`src/rtl/sampler_pkg.sv`:
```
/*
 * shared constants for the synchronous sample capture block: control latch
 * and status port bit positions, reset values, converter timing, capture
 * states.
 * assumes a single 50 MHz clock and synchronous strobes from the generator.
 */
package sampler_pkg;

    localparam int ADDR_W = 8;
    localparam int WORD_W = 12;
    localparam int NIB_W = 4;
    localparam int NIB_N = WORD_W / NIB_W;
    localparam int HOST_DW = 16;
    localparam int CTRL_W = 8;
    localparam int STAT_W = 4;

    // sampler_control_latch fields
    localparam int CTRL_SYNC_BIT = 0;
    localparam int CTRL_ARM_BIT = 1;
    localparam int CTRL_RUN_BIT = 2;
    localparam int CTRL_AUX_LSB = 3;
    localparam int CTRL_AUX_W = 5;
    localparam logic [CTRL_W-1:0] CTRL_RESET = 8'h02;

    // sampler_status_port fields
    localparam int STAT_ADDR_LSB_BIT = 0;
    localparam int STAT_READY_BIT = 1;
    localparam int STAT_BOX_LSB = 2;
    localparam int STAT_BOX_W = 2;

    // converter timing
    localparam int CLK_PERIOD_NS = 20;
    localparam int CONV_TIME_US = 35;
    localparam int CONV_CYCLES =
        (CONV_TIME_US * 1000 + CLK_PERIOD_NS - 1) / CLK_PERIOD_NS;
    localparam int CONV_CNT_W = $clog2(CONV_CYCLES + 1);
    localparam int SAMPLE_PERIOD_US = 39;

    typedef enum logic [1:0] {
        CAP_IDLE = 2'b00,
        CAP_ARMED = 2'b01,
        CAP_RUN = 2'b11,
        CAP_DONE = 2'b10
    } cap_state_t;

endpackage

```
`src/rtl/sample_addr_counter.sv`:
```
/*
 * presettable sample address counter with synchronous clear.
 * assumes load, clear and increment are one-cycle synchronous requests.
 */
`timescale 1ns/1ps
module sample_addr_counter #(
    parameter int W = 8
) (
    input wire logic mclk_i,          // system clock
    input wire logic rstn_i,          // async reset, active low
    input wire logic load_i,          // follow preset value
    input wire logic [W-1:0] load_val_i, // preset value
    input wire logic clear_i,         // force to zero
    input wire logic inc_i,           // advance by one
    output logic [W-1:0] count_o      // current address
);
    logic [W-1:0] count_q;
    logic [W-1:0] count_d;

    always_comb begin
        count_d = count_q;
        if (load_i) begin
            count_d = load_val_i;
        end else if (clear_i) begin
            count_d = '0;
        end else if (inc_i) begin
            // natural wrap from all ones to zero
            count_d = count_q + 1'b1;
        end
    end

    always_ff @(posedge mclk_i or negedge rstn_i) begin
        if (!rstn_i) begin
            count_q <= '0;
        end else begin
            count_q <= count_d;
        end
    end

    assign count_o = count_q;
endmodule

```
`src/rtl/nibble_ram.sv`:
```
/*
 * one slice of sample storage: flip-flop memory with a synchronous write
 * port and an asynchronous read port.
 * assumes write enable is a one-cycle pulse.
 */
`timescale 1ns/1ps
module nibble_ram #(
    parameter int AW = 8,
    parameter int DW = 4
) (
    input wire logic mclk_i,          // system clock
    input wire logic we_i,            // write enable
    input wire logic [AW-1:0] waddr_i, // write address
    input wire logic [DW-1:0] wdata_i, // write data
    input wire logic [AW-1:0] raddr_i, // read address
    output logic [DW-1:0] rdata_o     // read data
);
    logic [DW-1:0] mem_q [2**AW];

    always_ff @(posedge mclk_i) begin
        if (we_i) begin
            mem_q[waddr_i] <= wdata_i;
        end
    end

    assign rdata_o = mem_q[raddr_i];
endmodule

```
`src/rtl/sample_capture.sv`:
```
/*
 * control logic of the audio digitizer: control latch, status port,
 * ping-pong hold select, converter sequencing, address counter, single
 * frame capture and host readout of 256 twelve-bit samples.
 * assumes host bus and generator strobes are synchronous to mclk_i and
 * that generator strobes are one-cycle pulses.
 */
`timescale 1ns/1ps
// Contract
// conversion strobe sets ready flag, status bit 1; sample read clears it
// status bit 0 mirrors address counter lsb
// sampling runs only while control bit 2 is one, audio path selected
// control bit 2 zero resets hold toggle, routes battery current
// hold toggle flips on every conversion strobe, swapping capacitors
// converter gives 12 bits at once; allow 35 us per conversion
// storage is three 4-bit memories sharing one address
// 8-bit presettable counter advances on each sample clock, every 39 us
// with control bit 0 high, frame start clears counter; else ignored
// host arms capture by pulsing control bit 1 low briefly
// first frame start begins capture, next ends it: one frame
// no new capture until a fresh arming pulse
// host sets address, read high, buffer select before strobes
// host read with buffer select presets counter to host address
// read with all strobes drives addressed 12-bit word on data bus
// status bits 2 and 3 show battery box switches
// generator pulses frame start only at its 256-count wrap
// enable with strobe high reads result; strobe low starts conversion
// counter wraps from 255 to 0 without frame start
module sample_capture
    import sampler_pkg::*;
(
    input wire logic mclk_i,                      // 50 MHz clock
    input wire logic rstn_i,                      // async reset, active low
    input wire logic [sampler_pkg::ADDR_W-1:0] host_addr_i, // word address
    input wire logic host_rw_i,                   // 1 read, 0 write
    input wire logic buffer_select_line_i,        // sample buffer select
    input wire logic control_select_line_i,       // latch / status select
    input wire logic as_n_i,                      // address strobe, low
    input wire logic uds_n_i,                     // upper data strobe, low
    input wire logic lds_n_i,                     // lower data strobe, low
    input wire logic [sampler_pkg::CTRL_W-1:0] host_wdata_i, // write data
    output logic [sampler_pkg::HOST_DW-1:0] host_rdata_o, // read data
    output logic host_rdata_oe_o,                 // drive data bus
    input wire logic conv_strobe_i,               // conversion strobe pulse
    input wire logic conv_enable_i,               // converter enable pulse
    input wire logic sample_clk_i,                // sample clock pulse
    input wire logic frame_start_pulse_i,         // generator wrap pulse
    input wire logic [sampler_pkg::WORD_W-1:0] adc_data_i, // converter out
    output logic adc_start_o,                     // start conversion pulse
    output logic adc_read_o,                      // read result pulse
    input wire logic [sampler_pkg::STAT_BOX_W-1:0] batt_box_sw_i, // box type
    output logic hold_sel_o,                      // 0: cap a charges
    output logic audio_route_o,                   // audio to hold input
    output logic batt_route_o,                    // battery volts to readout
    output logic [sampler_pkg::CTRL_AUX_W-1:0] prescale_ctrl_o, // aux bits
    output logic capture_active_o                 // frame being written
);
    import sampler_pkg::*;

    // host access decode
    logic strobes_on;
    logic rd_sample;
    logic rd_status;
    logic wr_ctrl;
    logic rd_sample_q;
    logic wr_ctrl_q;
    logic rd_sample_start;
    logic wr_ctrl_start;

    // control and status
    logic [CTRL_W-1:0] ctrl_q;
    logic [CTRL_W-1:0] ctrl_d;
    logic ready_q;
    logic ready_d;
    logic hold_sel_q;
    logic hold_sel_d;
    logic sampling_on;
    logic sync_mode;
    logic [STAT_W-1:0] status;

    // capture sequencing
    cap_state_t cap_q;
    cap_state_t cap_d;
    logic write_allowed;

    // converter sequencing
    logic [CONV_CNT_W-1:0] busy_q;
    logic [CONV_CNT_W-1:0] busy_d;
    logic pend_q;
    logic pend_d;
    logic adc_start_q;
    logic adc_start_d;
    logic adc_read_q;
    logic adc_read_d;
    logic start_req;
    logic read_req;
    logic read_now;

    // address and storage
    logic [ADDR_W-1:0] addr_cnt;
    logic [ADDR_W-1:0] ram_raddr;
    logic [WORD_W-1:0] ram_word;
    logic preset_load;
    logic cnt_clear;

    // host readout
    logic [HOST_DW-1:0] rdata_q;
    logic [HOST_DW-1:0] rdata_d;
    logic oe_q;
    logic oe_d;

    assign strobes_on = !as_n_i && !uds_n_i && !lds_n_i;
    // the host sets address and direction before strobes
    assign rd_sample = strobes_on && host_rw_i && buffer_select_line_i;
    assign rd_status = strobes_on && host_rw_i && control_select_line_i
        && !buffer_select_line_i;
    assign wr_ctrl = !as_n_i && !lds_n_i && !host_rw_i
        && control_select_line_i;
    assign rd_sample_start = rd_sample && !rd_sample_q;
    assign wr_ctrl_start = wr_ctrl && !wr_ctrl_q;

    assign sampling_on = ctrl_q[CTRL_RUN_BIT];
    assign sync_mode = ctrl_q[CTRL_SYNC_BIT];

    // control latch takes the lower byte once per write cycle
    always_comb begin
        ctrl_d = ctrl_q;
        if (wr_ctrl_start) begin
            ctrl_d = host_wdata_i;
        end
    end

    // ready flag: a strobe in the clearing cycle still sets it
    always_comb begin
        ready_d = ready_q;
        if (rd_sample_start) begin
            ready_d = 1'b0;
        end
        if (conv_strobe_i && sampling_on) begin
            ready_d = 1'b1;
        end
    end

    // ping-pong hold select, held clear while sampling is off
    always_comb begin
        hold_sel_d = hold_sel_q;
        if (!sampling_on) begin
            hold_sel_d = 1'b0;
        end else if (conv_strobe_i) begin
            hold_sel_d = !hold_sel_q;
        end
    end

    always_ff @(posedge mclk_i or negedge rstn_i) begin
        if (!rstn_i) begin
            ctrl_q <= CTRL_RESET;
            ready_q <= 1'b0;
            hold_sel_q <= 1'b0;
            rd_sample_q <= 1'b0;
            wr_ctrl_q <= 1'b0;
        end else begin
            ctrl_q <= ctrl_d;
            ready_q <= ready_d;
            hold_sel_q <= hold_sel_d;
            rd_sample_q <= rd_sample;
            wr_ctrl_q <= wr_ctrl;
        end
    end

    // capture flip-flops: held armed while the arm bit is low, so a
    // frame start during the pulse cannot begin a capture early
    always_comb begin
        cap_d = cap_q;
        if (!ctrl_q[CTRL_ARM_BIT]) begin
            cap_d = CAP_ARMED;
        end else begin
            case (cap_q)
                CAP_IDLE: cap_d = CAP_IDLE;
                CAP_ARMED: begin
                    if (frame_start_pulse_i) begin
                        cap_d = CAP_RUN;
                    end
                end
                CAP_RUN: begin
                    if (frame_start_pulse_i) begin
                        cap_d = CAP_DONE;
                    end
                end
                CAP_DONE: cap_d = CAP_DONE;
                default: cap_d = CAP_IDLE;
            endcase
        end
    end

    always_ff @(posedge mclk_i or negedge rstn_i) begin
        if (!rstn_i) begin
            cap_q <= CAP_IDLE;
        end else begin
            cap_q <= cap_d;
        end
    end

    // free-running mode keeps writing circularly; synchronous mode
    // writes only the armed frame
    assign write_allowed = sampling_on
        && (!sync_mode || cap_q == CAP_RUN);

    // converter: enable with strobe high reads, with strobe low starts
    assign start_req = conv_enable_i && !conv_strobe_i && sampling_on;
    assign read_req = conv_enable_i && conv_strobe_i && write_allowed;
    // a read arriving mid-conversion waits for the result
    assign read_now = (read_req || pend_q) && busy_q == '0;

    always_comb begin
        busy_d = busy_q;
        pend_d = (read_req || pend_q) && !read_now;
        adc_read_d = read_now;
        adc_start_d = 1'b0;
        if (busy_q != '0) begin
            busy_d = busy_q - 1'b1;
        end else if (start_req && !read_now) begin
            // a start while busy is dropped; the converter cannot
            // accept it anyway
            busy_d = CONV_CNT_W'(CONV_CYCLES);
            adc_start_d = 1'b1;
        end
    end

    always_ff @(posedge mclk_i or negedge rstn_i) begin
        if (!rstn_i) begin
            busy_q <= '0;
            pend_q <= 1'b0;
            adc_start_q <= 1'b0;
            adc_read_q <= 1'b0;
        end else begin
            busy_q <= busy_d;
            pend_q <= pend_d;
            adc_start_q <= adc_start_d;
            adc_read_q <= adc_read_d;
        end
    end

    // host read with buffer select steers the counter
    assign preset_load = host_rw_i && buffer_select_line_i;
    assign cnt_clear = frame_start_pulse_i && sync_mode;

    sample_addr_counter #(
        .W(ADDR_W)
    ) u_addr_cnt (
        .mclk_i(mclk_i),
        .rstn_i(rstn_i),
        .load_i(preset_load),
        .load_val_i(host_addr_i),
        .clear_i(cnt_clear),
        .inc_i(sample_clk_i),
        .count_o(addr_cnt)
    );

    // read port follows the host address at once, so the word is ready
    // in the same cycle the preset happens
    assign ram_raddr = preset_load ? host_addr_i : addr_cnt;

    // whole 12-bit result lands in one write across the slices
    for (genvar g = 0; g < NIB_N; g++) begin : g_slice
        nibble_ram #(
            .AW(ADDR_W),
            .DW(NIB_W)
        ) u_slice (
            .mclk_i(mclk_i),
            .we_i(adc_read_q),
            .waddr_i(addr_cnt),
            .wdata_i(adc_data_i[g*NIB_W +: NIB_W]),
            .raddr_i(ram_raddr),
            .rdata_o(ram_word[g*NIB_W +: NIB_W])
        );
    end

    assign status[STAT_ADDR_LSB_BIT] = addr_cnt[0];
    assign status[STAT_READY_BIT] = ready_q;
    assign status[STAT_BOX_LSB +: STAT_BOX_W] = batt_box_sw_i;

    // readout data and enable registered together
    always_comb begin
        rdata_d = rdata_q;
        oe_d = rd_sample || rd_status;
        if (rd_sample) begin
            rdata_d = {{(HOST_DW-WORD_W){1'b0}}, ram_word};
        end else if (rd_status) begin
            rdata_d = {{(HOST_DW-STAT_W){1'b0}}, status};
        end
    end

    always_ff @(posedge mclk_i or negedge rstn_i) begin
        if (!rstn_i) begin
            rdata_q <= '0;
            oe_q <= 1'b0;
        end else begin
            rdata_q <= rdata_d;
            oe_q <= oe_d;
        end
    end

    assign host_rdata_o = rdata_q;
    assign host_rdata_oe_o = oe_q;
    assign adc_start_o = adc_start_q;
    assign adc_read_o = adc_read_q;
    assign hold_sel_o = hold_sel_q;
    assign audio_route_o = sampling_on;
    assign batt_route_o = !sampling_on;
    assign prescale_ctrl_o = ctrl_q[CTRL_AUX_LSB +: CTRL_AUX_W];
    assign capture_active_o = write_allowed;
endmodule

```
`config.mk`:
```
export PLATFORM = sky130hd
export DESIGN_NAME = sample_capture
export DESIGN_NICKNAME = d
export VERILOG_FILES = /design/src/rtl/sampler_pkg.sv /design/src/rtl/sample_addr_counter.sv /design/src/rtl/nibble_ram.sv /design/src/rtl/sample_capture.sv
export SDC_FILE = /design/constraint.sdc
export NUM_CORES = 2
export LEC_CHECK = 0
export BUFFER_PORTS_ARGS = -buffer_cell sky130_fd_sc_hd__buf_2
export CELL_PAD_IN_SITES_DETAIL_PLACEMENT = 0
export CELL_PAD_IN_SITES_GLOBAL_PLACEMENT = 1
export CORE_MARGIN = 5
export CORE_UTILIZATION = 35
export DETAILED_ROUTE_END_ITERATION = 7
export HOLD_SLACK_MARGIN = 0.1
export PLACE_DENSITY = 0.56
export SETUP_SLACK_MARGIN = 0.5
export SLEW_MARGIN = 20
export SYNTH_ARGS = -nofsm -noshare
export SYNTH_HDL_FRONTEND = slang
export SYNTH_HIERARCHICAL = 1
export SYNTH_SLANG_ARGS = --single-unit
```
`constraint.sdc`:
```
create_clock -name mclk_i -period 8.9 [get_ports mclk_i]
set_input_delay 0.89 -clock mclk_i [delete_from_list [all_inputs] [get_ports mclk_i]]
set_output_delay 0.89 -clock mclk_i [all_outputs]
set_load 0.005 [all_outputs]
```
==> results.json <==
{
  "status": "finished, final reports clean",
  "max_slew_margin_pct": 20.2,
  "postRouteAntennaNets": 0,
  "ys_ff_latch": 3121,
  "synth_edf_count": 3072,
  "ys_warn_count": 6,
  "timing_worst_slew_pin_value_ns": 1.17,
  "critPathMostFrequentCell": "buf_4",
  "synthTopCellsByArea": "edfxtp_1 (74%), mux4_2 (14%), nor2_1 (2.5%)",
  "antenna_found_initial": 19,
  "p_leak_nw": 42.6,
  "num_vias": 62000,
  "r2r_cells": 10,
  "htreeDepth": 5,
  "start_kind": "flip-flop",
  "grt_pass1_wl_mm": 477,
  "ios": 70,
  "critPathCaptureType": "flip-flop",
  "cp.depth": 10,
  "syn-cell-area_um2": 124000,
  "period_needed_ns": 4.93,
  "arrival_ns": 5.71,
  "finalSetupTns_ns": 0,
  "cts_num_sinks": 3121,
  "synth_ff_type": "edfxtp_1",
  "start_util_pct": 35.2,
  "dieArea_um2": 367000,
  "rsz0062_at_grt": "false",
  "syn_avg_cell_area_um2": 19.5,
  "synthArstFlopShare_pct": 1.57,
  "critical_path.slowest_cell": "buf_4",
  "ctsRootBufferMaster": "clkbuf_16",
  "path_cells": "buf_4, mux2_8, buf_12, buf_4, mux4_2, mux2i_1, o21ai_0, nand4_1, o211ai_1, a22o_1",
  "die_y_um": 606,
  "routed_wl_mm": 330,
  "hold_depth": 2,
  "power.density_nw_per_um2": 255,
  "synth_cell_type_count": 66,
  "area_delta_synth_final_pct": 13.6,
  "layout-drive-gt1-share_pct": 22.1,
  "cp_max_fo": 89,
  "fill_cells": 31500,
  "maxCapViolCount": 0,
  "die_w_um": 606,
  "nNetsFinal": 6539,
  "yosysTopAreaCell": "edfxtp_1",
  "numPortBuffers": 65,
  "dp_hpwl_mm": 199,
  "fmax_mhz": 203,
  "wire_per_inst_um": 28.6,
  "rows": 218,
  "cts.clk_slew.worst_paths_ns": 0.06,
  "worstPathBufferInverterCount": 3,
  "synth_seq_area_share_pct": 75.3,
  "hold_violations": 0,
  "post_cts_buffers": 0,
  "synth_top_area_share_pct": 74.3,
  "cts_tree": "done",
  "cp.required_ns": 9.67,
  "grt_max_degree": 163,
  "via_per_inst": 5.38,
  "mostFrequentLayoutCell": "edfxtp_1",
  "grt_overflow": 0,
  "core_um2": 353000,
  "stdcell_count": 11500,
  "numCtsBuffers": 340,
  "criticalPathCategory": "flip-flop to flip-flop",
  "slowest_delay_ns": 0.75,
  "drtPass1Iterations": 6,
  "grt_pass1_vias": 64700,
  "hold_path_class": "input port to flip-flop",
  "cts_resized": 0,
  "period_share_pct": 55.4,
  "clock_latency_ns": 0.94,
  "place_congestion": 0.775,
  "report.final.setup_viol": 0,
  "vdd_drop_max_mv": 0.176,
  "crit_family": "buffers and inverters",
  "synthCells": 6362,
  "drc_errors": 0,
  "dp.cells": 10900,
  "final_cell_mix": "edfxtp_1 (3072), nor2_1 (839), mux4_2 (750)",
  "gr-usage-all-layers_pct": 17.7,
  "finalMaxSlewViolations": 0,
  "cts.hold.buffers_added": 3,
  "fin_skew_ns": 0.0663,
  "cts_buffer_depth": 4,
  "drt_iter0_markers": 6283
}
[stage by stage]
step | worst slack (ns) | utilization, % | area [µm²] | power [W] | hold WS [ns]
floorplan | 5.34 | - | 124000 | 0.0203 | 0.423
global placement | 3.15 | 36.7 | 130000 | 0.0221 | 0.440
detailed placement | 3.36 | 36.7 | 130000 | 0.0221 | 0.441
CTS | 3.90 | 39.9 | 141000 | 0.0363 | 0.106
global route | 3.60 | 40.0 | 141000 | 0.0372 | 0.156
finish | 3.97 | 40.0 | 141000 | 0.0359 | 0.201
[final cells by class]
cell class	count	area (µm²)	area share [%]
diodes	31	77.6	0.0550
clock buffers	414	9000	6.38
clock inverters	198	2260	1.60
inverters	12	45.0	0.0319
multi-input cells	2830	28700	20.3
flip-flops and latches	3121	93500	66.3
well taps	4730	5920	4.20
repair buffers	189	1570	1.11
[synthesized netlist by cell type, types with 4 or more instances]
cell type,count
clkbuf_1,208
o21ai_0,51
buf_6,58
a22o_1,12
buf_2,64
mux2i_1,197
or4_1,4
buf_1,30
nand2b_1,38
nand4_1,45
o211ai_1,39
nand2_1,181
o22ai_1,31
nor2b_1,82
a2111oi_0,22
or3_1,9
a21oi_1,55
a31oi_1,21
mux4_2,750
and2_1,8
and4_1,6
a221oi_1,24
edfxtp_1,3072
nor3_1,28
mux2_2,34
o221ai_1,24
a211oi_1,22
nor2_1,840
nor4_1,20
or2_2,6
buf_4,42
o21bai_1,6
nor3b_1,4
a22oi_1,96
dfrtp_1,48
nand3_1,121
a21boi_0,6
inv_1,9
[logic make-up after synthesis]
family	synth area share [%]
flip-flops	75.3
AND/OR/NAND/NOR	4.96
multiplexers	15.5
AO/OA/AOI/OAI	2.42
buffers and inverters	1.79
XOR/XNOR	0.0353
adder cells (fa/ha/maj)	0.0302
other	0.00302
[worst paths after layout]
check / startpoint / endpoint / slack (ns)
hold / removal: host_wdata_i[7] / ctrl_q[7] / 0.20
setup / recovery: u_addr_cnt/count_o[0] / host_rdata_o[6] / 3.97
max in group asynchronous: rstn_i / u_addr_cnt/count_o[0] / 7.36
min in group asynchronous: rstn_i / ctrl_q[6] / 0.32
hold reg to reg: ctrl_q[1] / cap_q[0] / 0.45
setup reg to reg: u_addr_cnt/count_o[0] / host_rdata_o[6] / 3.97
[power by group]
part           leakage (nW)  switching (W)  internal, W
Clock                  5.44        0.00583      0.00838
Combinational          8.99        0.00323      0.00217
Sequential             28.2      0.0000915       0.0162
[sequential cells by signal (all words and copies together) (netlist names)]
name	flops
wr_ctrl_q	1
adc_start_o	1
adc_read_o	1
g_slice.u_slice/mem_q	3072
u_addr_cnt/count_o	8
ctrl_q	8
busy_q	11
host_rdata_o	12
ready_q	1
pend_q	1
cap_q	2
rd_sample_q	1
hold_sel_o	1
host_rdata_oe_o	1
[metal layers]
metal,track usage (%),wire (µm),part of all wire [%],vias up
met2,29.2,162000,49,1934
met5,0,0,0,-
met1,24.8,142000,43,33400
met3,2.28,17300,5.2,464
met4,4.84,8600,2.6,0
li1,-,-,-,26200
[worst register-to-register path, delay by kind of cell (launching register included)]
family	cells	cell delay [ns]
buf+inv	3	2.02
simple gates	1	0.28
mux	3	1.61
compound gates	3	0.56
flops	1	0.34
Note: power is estimated with default switching activity, not from simulation.
